<file path="config.mk">
export PLATFORM = sky130hd
export DESIGN_NAME = pls_top
export DESIGN_NICKNAME = d
export VERILOG_FILES = /design/src/common/pls_pkg.sv /design/src/logic/pls_edge.sv /design/src/logic/pls_sticky.sv /design/src/logic/pls_top.sv
export SDC_FILE = /design/constraint.sdc
export NUM_CORES = 1
export LEC_CHECK = 0
export BUFFER_PORTS_ARGS = -buffer_cell sky130_fd_sc_hd__buf_2
export CAP_MARGIN = 15
export CORE_ASPECT_RATIO = 1.5
export CORE_UTILIZATION = 50
export CTS_CLUSTER_DIAMETER = 80
export CTS_CLUSTER_SIZE = 25
export DETAILED_ROUTE_END_ITERATION = 12
export PLACE_DENSITY = 0.75
export SYNTH_ARGS = -nofsm -noshare
export SYNTH_HDL_FRONTEND = slang
export SYNTH_SLANG_ARGS = --single-unit
</file>
<file path="constraint.sdc">
create_clock -name clk -period 1.7 [get_ports clk]
set_clock_uncertainty 0.15 [all_clocks]
set_input_delay 0.34 -clock clk [delete_from_list [all_inputs] [get_ports clk]]
set_output_delay 0.34 -clock clk [all_outputs]
set_load 0.1 [all_outputs]
</file>
<file path="src/common/pls_pkg.sv">
/*
 Constants, register map, field positions and types for the link status and
 interrupt block. Assumes a single device clock and an 8-bit register port.
*/
package pls_pkg;
   localparam int ADDR_W = 8;
   localparam int DATA_W = 8;
   localparam logic [7:0] REG_STATUS = 8'hc4;
   localparam logic [7:0] REG_IRQ_EN = 8'hc6;
   localparam logic [7:0] REG_IRQ_ST = 8'hc7;
   localparam logic [7:0] REG_CTRL = 8'hc8;
   localparam logic [7:0] REG_CFG = 8'hc9;
   localparam logic [7:0] RESET_BYTE = 8'h00;
   // Link status bits
   localparam int ST_LINK_ERR = 7;
   localparam int ST_REMOTE_IRQ = 6;
   localparam int ST_LOCK = 5;
   localparam int ST_PLUG = 4;
   localparam int ST_FOUND = 3;
   localparam int ST_LIST_RDY = 2;
   localparam int ST_KEY_RDY = 1;
   localparam int ST_AUTH_DONE = 0;
   // Interrupt enable / status bits
   localparam int IRQ_INDIRECT = 7;
   localparam int IRQ_FOUND = 6;
   localparam int IRQ_REMOTE = 5;
   localparam int IRQ_LIST = 4;
   localparam int IRQ_KEY = 3;
   localparam int IRQ_FAIL = 2;
   localparam int IRQ_PASS = 1;
   localparam int IRQ_GLOBAL = 0;
   // Own control register bits (approval writes are one-shot; the enable bit is held)
   localparam int CTL_KEY_OK = 4;
   localparam int CTL_LIST_OK = 5;
   localparam int CTL_ENABLE = 0;
   // Own configuration register bits
   localparam int CFG_NEEDS_LOCK = 1;
   localparam int CFG_REPEATER = 2;

   typedef enum logic [1:0] {PLS_AUTH_IDLE, PLS_AUTH_RUN, PLS_AUTH_WAIT} pls_auth_t;
endpackage : pls_pkg

</file>
<file path="src/logic/pls_edge.sv">
/*
 Rising-edge detector for one synchronous level.
 Assumes the level is already synchronous to clk.
*/
module pls_edge
   import pls_pkg::*;
(
   // Clock and reset
   input wire logic clk,
   input wire logic rst_b,
   // Level in, pulse out
   input wire logic level,
   output logic rise
);
   typedef struct packed {logic prev;} pls_edge_st_t;
   pls_edge_st_t s_q, s_d;

   always_comb begin
      s_d = s_q;
      s_d.prev = level;
   end

   always_ff @(posedge clk or negedge rst_b) begin
      if (!rst_b) begin
         s_q <= '0;
      end else begin
         s_q <= s_d;
      end
   end

   assign rise = level & ~s_q.prev;
endmodule : pls_edge

</file>
<file path="src/logic/pls_sticky.sv">
/*
 One-bit sticky flag: set wins over clear.
 Assumes set and clear are one-cycle synchronous pulses or levels.
*/
module pls_sticky
   import pls_pkg::*;
(
   // Clock and reset
   input wire logic clk,
   input wire logic rst_b,
   // Control
   input wire logic set,
   input wire logic clr,
   output logic flag
);
   typedef struct packed {logic f;} pls_stk_st_t;
   pls_stk_st_t s_q, s_d;

   always_comb begin
      s_d = s_q;
      if (set) begin
         s_d.f = 1'b1;
      end else if (clr) begin
         s_d.f = 1'b0;
      end
   end

   always_ff @(posedge clk or negedge rst_b) begin
      if (!rst_b) begin
         s_q <= '0;
      end else begin
         s_q <= s_d;
      end
   end

   assign flag = s_q.f;
endmodule : pls_sticky

</file>
<file path="src/logic/pls_top.sv">
/*
 Link status, interrupt enable and interrupt status registers of the
 content-protection transmitter, with the authentication stall handshake.
 Assumes events from the authentication engine and the link are synchronous
 one-cycle pulses or levels on clk, and a plain register port.
*/
module pls_top
   import pls_pkg::*;
(
   // Clock and reset
   input wire logic clk,
   input wire logic rst_b,
   // Register port
   input wire logic [pls_pkg::ADDR_W-1:0] addr,
   input wire logic [pls_pkg::DATA_W-1:0] wdata,
   input wire logic wr,
   input wire logic rd,
   output logic [pls_pkg::DATA_W-1:0] rdata,
   // Link and engine events
   input wire logic link_error_pulse,
   input wire logic remote_irq_input,
   input wire logic remote_lock_flag,
   input wire logic downstream_plug_pulse,
   input wire logic receiver_found_flag,
   input wire logic key_list_loaded,
   input wire logic receiver_key_loaded,
   input wire logic auth_pass_pulse,
   input wire logic auth_fail_pulse,
   input wire logic indirect_done_pulse,
   // To the authentication engine
   output logic auth_stall,
   output logic auth_enabled,
   output logic auth_restart,
   // To the controller
   output logic irq_out
);
   import pls_pkg::*;

   typedef struct packed {
      logic [7:0] rdata;
      logic [7:0] irq_en;
      logic [7:0] irq_st;
      logic auth_done_flag;
      logic needs_lock;
      logic repeater;
      logic enabled;
      logic restart;
      pls_auth_t auth;
   } pls_st_t;

   pls_st_t s_q, s_d;
   logic link_error_flag, downstream_plug_flag, key_list_ready, receiver_key_ready;
   logic wr_ctl, rd_status, rd_irq;
   logic list_approved, key_approved;
   logic found_cond, found_rise, remote_rise;
   logic [7:0] status_byte, events;

   function automatic logic hit(input logic s, input logic [7:0] a, input logic [7:0] r);
      hit = s & (a == r);
   endfunction : hit

   // Summary of enabled, pending sources; bit 0 of either byte plays no part
   function automatic logic any_enabled(input logic [7:0] st, input logic [7:0] en);
      any_enabled = |(st[IRQ_INDIRECT:IRQ_PASS] & en[IRQ_INDIRECT:IRQ_PASS]);
   endfunction : any_enabled

   assign rd_status = hit(rd, addr, REG_STATUS);
   assign rd_irq = hit(rd, addr, REG_IRQ_ST);
   assign wr_ctl = hit(wr, addr, REG_CTRL);
   assign list_approved = wr_ctl & wdata[CTL_LIST_OK];
   assign key_approved = wr_ctl & wdata[CTL_KEY_OK];

   pls_sticky u_err (.clk(clk), .rst_b(rst_b), .set(link_error_pulse),
      .clr(rd_status), .flag(link_error_flag));
   pls_sticky u_plug (.clk(clk), .rst_b(rst_b), .set(downstream_plug_pulse),
      .clr(rd_status), .flag(downstream_plug_flag));
   pls_sticky u_list (.clk(clk), .rst_b(rst_b), .set(key_list_loaded),
      .clr(list_approved), .flag(key_list_ready));
   pls_sticky u_key (.clk(clk), .rst_b(rst_b), .set(receiver_key_loaded),
      .clr(key_approved | auth_fail_pulse), .flag(receiver_key_ready));

   // Detect interrupt may wait for lock; the edge of the combined level fires it
   assign found_cond = receiver_found_flag & (~s_q.needs_lock | remote_lock_flag);
   pls_edge u_found (.clk(clk), .rst_b(rst_b), .level(found_cond), .rise(found_rise));
   // Remote interrupt pin is active low, so its fall is the request
   pls_edge u_remote (.clk(clk), .rst_b(rst_b), .level(~remote_irq_input),
      .rise(remote_rise));

   assign status_byte = {link_error_flag, remote_irq_input, remote_lock_flag,
      downstream_plug_flag, receiver_found_flag, key_list_ready,
      receiver_key_ready, s_q.auth_done_flag};

   always_comb begin
      events = '0;
      events[IRQ_INDIRECT] = indirect_done_pulse;
      events[IRQ_FOUND] = found_rise;
      events[IRQ_REMOTE] = remote_rise;
      events[IRQ_LIST] = key_list_loaded;
      events[IRQ_KEY] = receiver_key_loaded;
      events[IRQ_FAIL] = auth_fail_pulse;
      events[IRQ_PASS] = auth_pass_pulse;
   end

   always_comb begin
      s_d = s_q;
      s_d.restart = 1'b0;
      // Latched events; a new event beats the read that clears
      for (int i = IRQ_PASS; i <= IRQ_INDIRECT; i++) begin
         if (events[i]) begin
            s_d.irq_st[i] = 1'b1;
         end else if (rd_irq) begin
            s_d.irq_st[i] = 1'b0;
         end
      end
      s_d.irq_st[IRQ_GLOBAL] = any_enabled(s_d.irq_st, s_d.irq_en);
      if (hit(wr, addr, REG_IRQ_EN)) begin
         s_d.irq_en = wdata;
         s_d.irq_st[IRQ_GLOBAL] = any_enabled(s_d.irq_st, wdata);
      end
      if (hit(wr, addr, REG_CFG)) begin
         s_d.needs_lock = wdata[CFG_NEEDS_LOCK];
         s_d.repeater = wdata[CFG_REPEATER];
      end
      if (wr_ctl && wdata[CTL_ENABLE]) begin
         s_d.restart = s_q.enabled;
         s_d.enabled = 1'b1;
      end
      if (auth_pass_pulse) begin
         s_d.auth_done_flag = 1'b1;
      end else if (auth_fail_pulse || s_d.restart) begin
         s_d.auth_done_flag = 1'b0;
      end
      case (s_q.auth)
         PLS_AUTH_IDLE: begin
            if (s_d.enabled) begin
               s_d.auth = PLS_AUTH_RUN;
            end
         end
         PLS_AUTH_RUN: begin
            if ((key_list_loaded) || (receiver_key_loaded && !s_q.repeater)) begin
               s_d.auth = PLS_AUTH_WAIT;
            end
         end
         PLS_AUTH_WAIT: begin
            if (list_approved || key_approved || auth_fail_pulse) begin
               s_d.auth = PLS_AUTH_RUN;
            end
         end
         default: s_d.auth = PLS_AUTH_IDLE;
      endcase
      if (s_d.restart) begin
         s_d.auth = PLS_AUTH_RUN;
      end
      s_d.rdata = '0;
      if (rd) begin
         case (addr)
            REG_STATUS: s_d.rdata = status_byte;
            REG_IRQ_EN: s_d.rdata = s_q.irq_en;
            REG_IRQ_ST: s_d.rdata = s_q.irq_st;
            REG_CFG: s_d.rdata = {5'h00, s_q.repeater, s_q.needs_lock, 1'b0};
            REG_CTRL: s_d.rdata = {7'h00, s_q.enabled};
            default: s_d.rdata = '0;
         endcase
      end
   end

   always_ff @(posedge clk or negedge rst_b) begin
      if (!rst_b) begin
         s_q <= '0;
      end else begin
         s_q <= s_d;
      end
   end

   assign rdata = s_q.rdata;
   assign irq_out = s_q.irq_st[IRQ_GLOBAL] & s_q.irq_en[IRQ_GLOBAL];
   assign auth_stall = (s_q.auth == PLS_AUTH_WAIT);
   assign auth_enabled = s_q.enabled;
   assign auth_restart = s_q.restart;

   property p_err_set;
      @(posedge clk) disable iff (!rst_b) link_error_pulse |=> link_error_flag;
   endproperty
   a_err_set: assert property (p_err_set) else $error("error flag not set");

   property p_err_clr;
      @(posedge clk) disable iff (!rst_b)
         rd_status && !link_error_pulse |=> !link_error_flag;
   endproperty
   a_err_clr: assert property (p_err_clr) else $error("error flag not cleared");

   property p_mirror;
      @(posedge clk) disable iff (!rst_b)
         rd_status |=> rdata[ST_REMOTE_IRQ] == $past(remote_irq_input)
            && rdata[ST_LOCK] == $past(remote_lock_flag)
            && rdata[ST_FOUND] == $past(receiver_found_flag);
   endproperty
   a_mirror: assert property (p_mirror) else $error("status mirror wrong");

   property p_plug;
      @(posedge clk) disable iff (!rst_b) downstream_plug_pulse |=> downstream_plug_flag;
   endproperty
   a_plug: assert property (p_plug) else $error("plug flag not set");

   property p_list;
      @(posedge clk) disable iff (!rst_b)
         key_list_loaded && s_q.auth == PLS_AUTH_RUN |=> key_list_ready && auth_stall;
   endproperty
   a_list: assert property (p_list) else $error("list stall missing");

   property p_key_clr;
      @(posedge clk) disable iff (!rst_b)
         (key_approved || auth_fail_pulse) && !receiver_key_loaded |=> !receiver_key_ready;
   endproperty
   a_key_clr: assert property (p_key_clr) else $error("key flag not cleared");

   property p_pass;
      @(posedge clk) disable iff (!rst_b)
         auth_pass_pulse |=> s_q.auth_done_flag && s_q.irq_st[IRQ_PASS];
   endproperty
   a_pass: assert property (p_pass) else $error("pass not recorded");

   property p_fail;
      @(posedge clk) disable iff (!rst_b)
         auth_fail_pulse |=> !s_q.auth_done_flag && s_q.irq_st[IRQ_FAIL];
   endproperty
   a_fail: assert property (p_fail) else $error("fail not recorded");

   property p_gate;
      @(posedge clk) disable iff (!rst_b) !s_q.irq_en[IRQ_GLOBAL] |-> !irq_out;
   endproperty
   a_gate: assert property (p_gate) else $error("irq without global enable");

   property p_lock_gate;
      @(posedge clk) disable iff (!rst_b)
         s_q.needs_lock && !remote_lock_flag && !rd_irq ##1 !events[IRQ_FOUND]
            |-> s_q.irq_st[IRQ_FOUND] == $past(s_q.irq_st[IRQ_FOUND]) || rd_irq;
   endproperty
   a_lock_gate: assert property (p_lock_gate) else $error("detect fired without lock");

   property p_any;
      @(posedge clk) disable iff (!rst_b)
         s_q.irq_st[IRQ_GLOBAL] == |(s_q.irq_st[7:1] & s_q.irq_en[7:1]);
   endproperty
   a_any: assert property (p_any) else $error("summary bit wrong");

   property p_restart;
      @(posedge clk) disable iff (!rst_b)
         wr_ctl && wdata[CTL_ENABLE] && s_q.enabled && !auth_pass_pulse
            |=> auth_restart && !s_q.auth_done_flag;
   endproperty
   a_restart: assert property (p_restart) else $error("restart missing");

   property p_irq_clr;
      @(posedge clk) disable iff (!rst_b)
         rd_irq && events == 8'h00 |=> s_q.irq_st[7:1] == 7'h00;
   endproperty
   a_irq_clr: assert property (p_irq_clr) else $error("status not cleared");

   property p_plug_clr;
      @(posedge clk) disable iff (!rst_b)
         rd_status && !downstream_plug_pulse |=> !downstream_plug_flag;
   endproperty
   a_plug_clr: assert property (p_plug_clr) else $error("plug flag not cleared");

   property p_list_clr;
      @(posedge clk) disable iff (!rst_b)
         list_approved && !key_list_loaded |=> !key_list_ready;
   endproperty
   a_list_clr: assert property (p_list_clr) else $error("list flag not cleared");

   property p_key_stall;
      @(posedge clk) disable iff (!rst_b)
         receiver_key_loaded && !s_q.repeater && s_q.auth == PLS_AUTH_RUN && !wr_ctl
            |=> auth_stall && receiver_key_ready;
   endproperty
   a_key_stall: assert property (p_key_stall) else $error("key stall missing");

   property p_fail_go;
      @(posedge clk) disable iff (!rst_b)
         auth_fail_pulse && auth_stall |=> !auth_stall;
   endproperty
   a_fail_go: assert property (p_fail_go) else $error("stall held after failure");

   property p_en_wr;
      @(posedge clk) disable iff (!rst_b)
         wr && addr == REG_IRQ_EN |=> s_q.irq_en == $past(wdata);
   endproperty
   a_en_wr: assert property (p_en_wr) else $error("enable write lost");

   property p_remote;
      @(posedge clk) disable iff (!rst_b)
         $fell(remote_irq_input) |=> s_q.irq_st[IRQ_REMOTE];
   endproperty
   a_remote: assert property (p_remote) else $error("remote request not latched");

   property p_found_irq;
      @(posedge clk) disable iff (!rst_b)
         !s_q.needs_lock && $rose(receiver_found_flag) |=> s_q.irq_st[IRQ_FOUND];
   endproperty
   a_found_irq: assert property (p_found_irq) else $error("detect not latched");
endmodule : pls_top

</file>
Yosys cells after proc, flatten, opt, wreduce, memory -nomap -nowiden
Index checks and enable logic that the tools add are counted.

Eq/ne operators: 10. Multiplexer cells: 32. Bitwise logic cells: 19. Reduce and logical (&&, ||, !) cells: 16.

Operators by type and width (number): $eq A8 B8 Y1 const B (5); $pmux W8 S5 (1); $mux W1 (24); $and A7 B7 Y7 (2); $reduce_or A7 Y1 (2); $and A1 B1 Y1 (11); $mux W2 (5); $reduce_bool A2 Y1 (5); $mux W8 (1); $ne A3 B3 Y1 const B (2); $pmux W2 S3 (1); $logic_or A1 B1 Y1 (4); $not A1 Y1 (4); $ne A3 B1 Y1 const B (1); $reduce_and A3 Y1 (1); $eq A2 B1 Y1 const B (1); $eq A2 B2 Y1 const B (1); $logic_and A1 B1 Y1 (2); $logic_not A2 Y1 (1); $or A1 B1 Y1 (2); $logic_not A1 Y1 (1).

Flip-flop bits (word level): 37. Bits of input ports: 30. Output and inout port bits: 12. Word-level logic and storage cells: 92.

Longest topological paths before layout
Word-level depth: 8. Depth in mapped cells: 7. Mapped depth without buffers: 6.

Modules after synthesis
Synthesis repeated with hierarchy kept, for this count alone.

Cells, all modules: 185. Area total of the unflattened synthesis: 1959.4 sq um.

Modules (own cells, without submodules): pls_top (times used 1, cells an instance 169, area an instance 1736.7 sq um, sequential area each 775.7 sq um); pls_sticky (times used 4, cells an instance 3, area an instance 36.3 sq um, sequential area each 25.0 sq um); pls_edge (times used 2, cells an instance 2, area an instance 38.8 sq um, sequential area each 25.0 sq um).

Worst setup path before layout
Ideal clock, no wire load.

Path type: register -> register. Start point: reg s_q[1] in the netlist's numbering. End point: reg s_q[0] in the netlist's numbering. Setup time: 0.119 ns. Arrival time: 2.148 ns. Required time: 1.431 ns. Setup slack: -0.717 ns. Stages on the path, launching flop included: 5. Path buffers: 0. Clock period less this slack: 2.417 ns. Cells stage by stage: dfrtp_1 inv_1 nor2_1 nand3_1 o21a_1.

Cells in the longest elaborated chain, start to end: 3. Elaborated cells between the ends (all ways): 9. Those cells by class: eq/ne (5); mux (2); reduce/logical (2).

Ends and longest elaborated chain: start: declaration (RTL line pls_top.sv:51) `pls_st_t s_q, s_d;`; start signal: assignment (RTL line pls_top.sv:169) `s_q <= '0;`; start signal: assignment (RTL line pls_top.sv:171) `s_q <= s_d;`; $eq A2 B2 Y1 (*); via auth_stall (RTL line pls_top.sv:31) `output logic auth_stall,`; $ne A3 B1 Y1 (no line) / $pmux W2 S3 (equally long branches); $reduce_and A3 Y1 (no line) / $mux W2 (equally long branches).

The timed path passes the listed nets; every way through them passes the cells marked *. A chain may end at the register's enable or synchronous reset.

Worst setup path in the final report
Start point: reg s_q[1] in the netlist's numbering. End point: out auth_stall.

Cells in the longest elaborated chain, start to end: 1.

Ends and longest elaborated chain: $eq A2 B2 Y1 (RTL line pls_top.sv:177) `assign auth_stall = (s_q.auth == PLS_AUTH_WAIT);`; end: declaration (RTL line pls_top.sv:31).

No other way between the ends.

==> metrics <==
DR vias=1442; num ports=42; Mapped Cells=166; pins over their slew limit=0; hold path depth=2; port buffer count=41; setup ws final=0.0928 ns; status=finished, final reports clean; Yosys reg bits=37; hold endpoint=u_remote.s_q; P_int=0.00135 W; DRT antenna net count=0; kind of critical path=flip-flop to output port; fraction of registers with async set/reset=100%; switch share=29.2%; Critical path buffers and inverters=2; die height=75.6 um; final WL=4050 um; post-detail-place hpwl=3240 um; warnings from Yosys=0; clock root cell=clkbuf_8; hold crit path type=input port to flip-flop; CTS tree=built; Tot Pwr=0.00191 W; Setup TNS Final=0 ns; fillers=280; fin crit share=94.5%; Mapped Area=1810 um^2; Leak=1.10 nW; initial antenna violation count=0; Biggest register=s_q; Bufs on Longest Clock Path=2; hold_ws=0.0761 ns; Crit path largest cell delay=0.40 ns; DRC violations left=0; Hold Startpoint=remote_irq_input; GRT overflow=0; syn nets=196; Critical Path AT=1.12 ns; Initial Util=52.9%; Fin. Hold Viols=0; Worst Path Max Fanout=3; final setup violation count=0; WP data required=1.21 ns; combinational share of power=17.9%; commonest non-fill, non-tap cell in the layout=buf_2; Detailed Route Iter0 Violations=46; Critical-path top delay cell=dfrtp_1; Routed WL per cell=15.6 um; fraction of layout cells with a size suffix above 1=38.5%; Slew HR=67.9%; part of the power in registers=50.5%; PD cells=850 nW/um^2; worst skew pair latency=0.29 ns; largest net degree at the start of global routing=18; die area=3860 um^2; main flop type after synthesis=dfrtp_1; Max VDD drop=0.656 mV; vias in the first global route=1446; Post-CTS Setup Inserts=0; CTS Buf Count=5; Seq/Total Area, Yosys=51.3%; cell chain of the critical path=inv_1, nor2_4, buf_12; First-pass DRT Iterations=4; Max Cap Viol=0; Total GRT Usage=23.9%; number of flops mapped to enable cells by yosys=0; power share of the clock group=31.5%; RSZ-0062 raised after global routing=false; reg2reg path depth=5; post-synthesis cell type count=38; worst flop-to-flop path startpoint=s_q[5]; FF+latch area=926 um^2; via density per instance=5.55; Diodes inserted=0; die width=51.1 um; synthesized area per cell=10.9 um^2; FP Rows=26; footprint of the multi-input gates=767 um^2; H-tree depth=2; fmax=0.622 GHz; CP Launch Type=flip-flop; commonest non-fill, non-tap cells in the layout=38 x buf_2, 37 x dfrtp_1, 16 x buf_4, 15 x nor2_1, 11 x nand2_1; GPL Wtd Cong=0.854; CTS sink count=37; final net count=247; core area=3420 um^2; Psw=0.000557 W; Worst-path clk slew=0.08 ns; Worst R2R Setup Slack=0.17 ns; pre-CTS setup slack=-0.200 ns; Slew @ Worst Pin=0.485 ns; crit end category=output port; first-pass GRT wire length=6630 um; Crit path max-delay family=flip-flops; minimum clock period=1.61 ns; P&R area growth vs syn=24.4%; max reg flops=21; FF-to-FF End=s_q[7]
[power by group through the flow]
| stage | clock (W) | combinational [W] | sequential (W) |
|---|---|---|---|
| finish | 0.000602 | 0.000342 | 0.000964 |
| global route | 0.000643 | 0.000372 | 0.000968 |
| CTS | 0.000605 | 0.000345 | 0.000963 |
| detailed placement | 0 | 0.000340 | 0.000980 |
| global placement | 0 | 0.000334 | 0.000976 |
| floorplan | 0 | 0.000198 | 0.000974 |
[per-stage QoR]
step | instance area, um^2 | instances | util, %
after floorplan | 1810 | 166 | -
after global placement | 2150 | 251 | 62.9
after detailed placement | 2150 | 251 | 62.9
after CTS | 2250 | 260 | 65.8
after global routing | 2250 | 260 | 65.8
final | 2250 | 260 | 65.8
[cell usage after synthesis (2+ instances only)]
| cell | n | area (um^2) |
|---|---|---|
| a21boi_0 | 2 | 15.0 |
| a21o_1 | 8 | 60.1 |
| a21oi_1 | 8 | 40.0 |
| a22oi_1 | 3 | 22.5 |
| a32oi_1 | 3 | 26.3 |
| and2_1 | 2 | 12.5 |
| and2b_1 | 2 | 15.0 |
| and3_1 | 3 | 18.8 |
| and3b_1 | 2 | 17.5 |
| buf_2 | 3 | 15.0 |
| buf_4 | 8 | 60.1 |
| clkbuf_1 | 2 | 7.51 |
| dfrtp_1 | 37 | 926 |
| inv_1 | 9 | 33.8 |
| mux2_2 | 10 | 113 |
| mux2i_1 | 8 | 80.1 |
| nand2_1 | 11 | 41.3 |
| nand3_1 | 4 | 20.0 |
| nor2_1 | 16 | 60.1 |
| o21a_1 | 2 | 15.0 |
| o21ai_0 | 6 | 30.0 |
[per-layer routing]
metal	vias to the layer above	GRT usage, %	wire length (um)
met3	7	4.59	209
met1	696	26.8	1520
met2	56	43.1	2250
met5	-	0	0
met4	0	11.4	77
li1	683	-	-
[kinds of logic after synthesis]
logic type      synth area share [%]
flops                           51.3
compound gates                  17.5
simple gates                    13.9
buf+inv                         6.65
mux                             10.7
[how the worst max path moves through the flow]
stage	end	start	depth (start not counted)
global route	s_q[0]	addr[5]	7
finish	auth_stall	s_q[1]	3
floorplan	s_q[7]	addr[5]	6
CTS	s_q[0]	addr[5]	7
global placement	s_q[7]	addr[5]	7
detailed placement	s_q[0]	addr[5]	7
[layout make-up]
class,instances,area share [%]
Clock inverter,3,0.780
Timing Repair Buffer,58,16.9
Multi-Input combinational cell,106,34.2
Tap cell,42,2.34
Clock buffer,5,3.06
Inverter,9,1.50
Sequential cell,37,41.2
[repair_timing]
| item | CTS | global route |
|---|---|---|
| gates resized for setup | 1 | 0 |
| hold buffers | 1 | 0 |
| hold endpoints to repair | 15 | 0 |
| endpoints found under the setup margin | 1 | 0 |
Note: power is estimated with default switching activity, not from simulation.
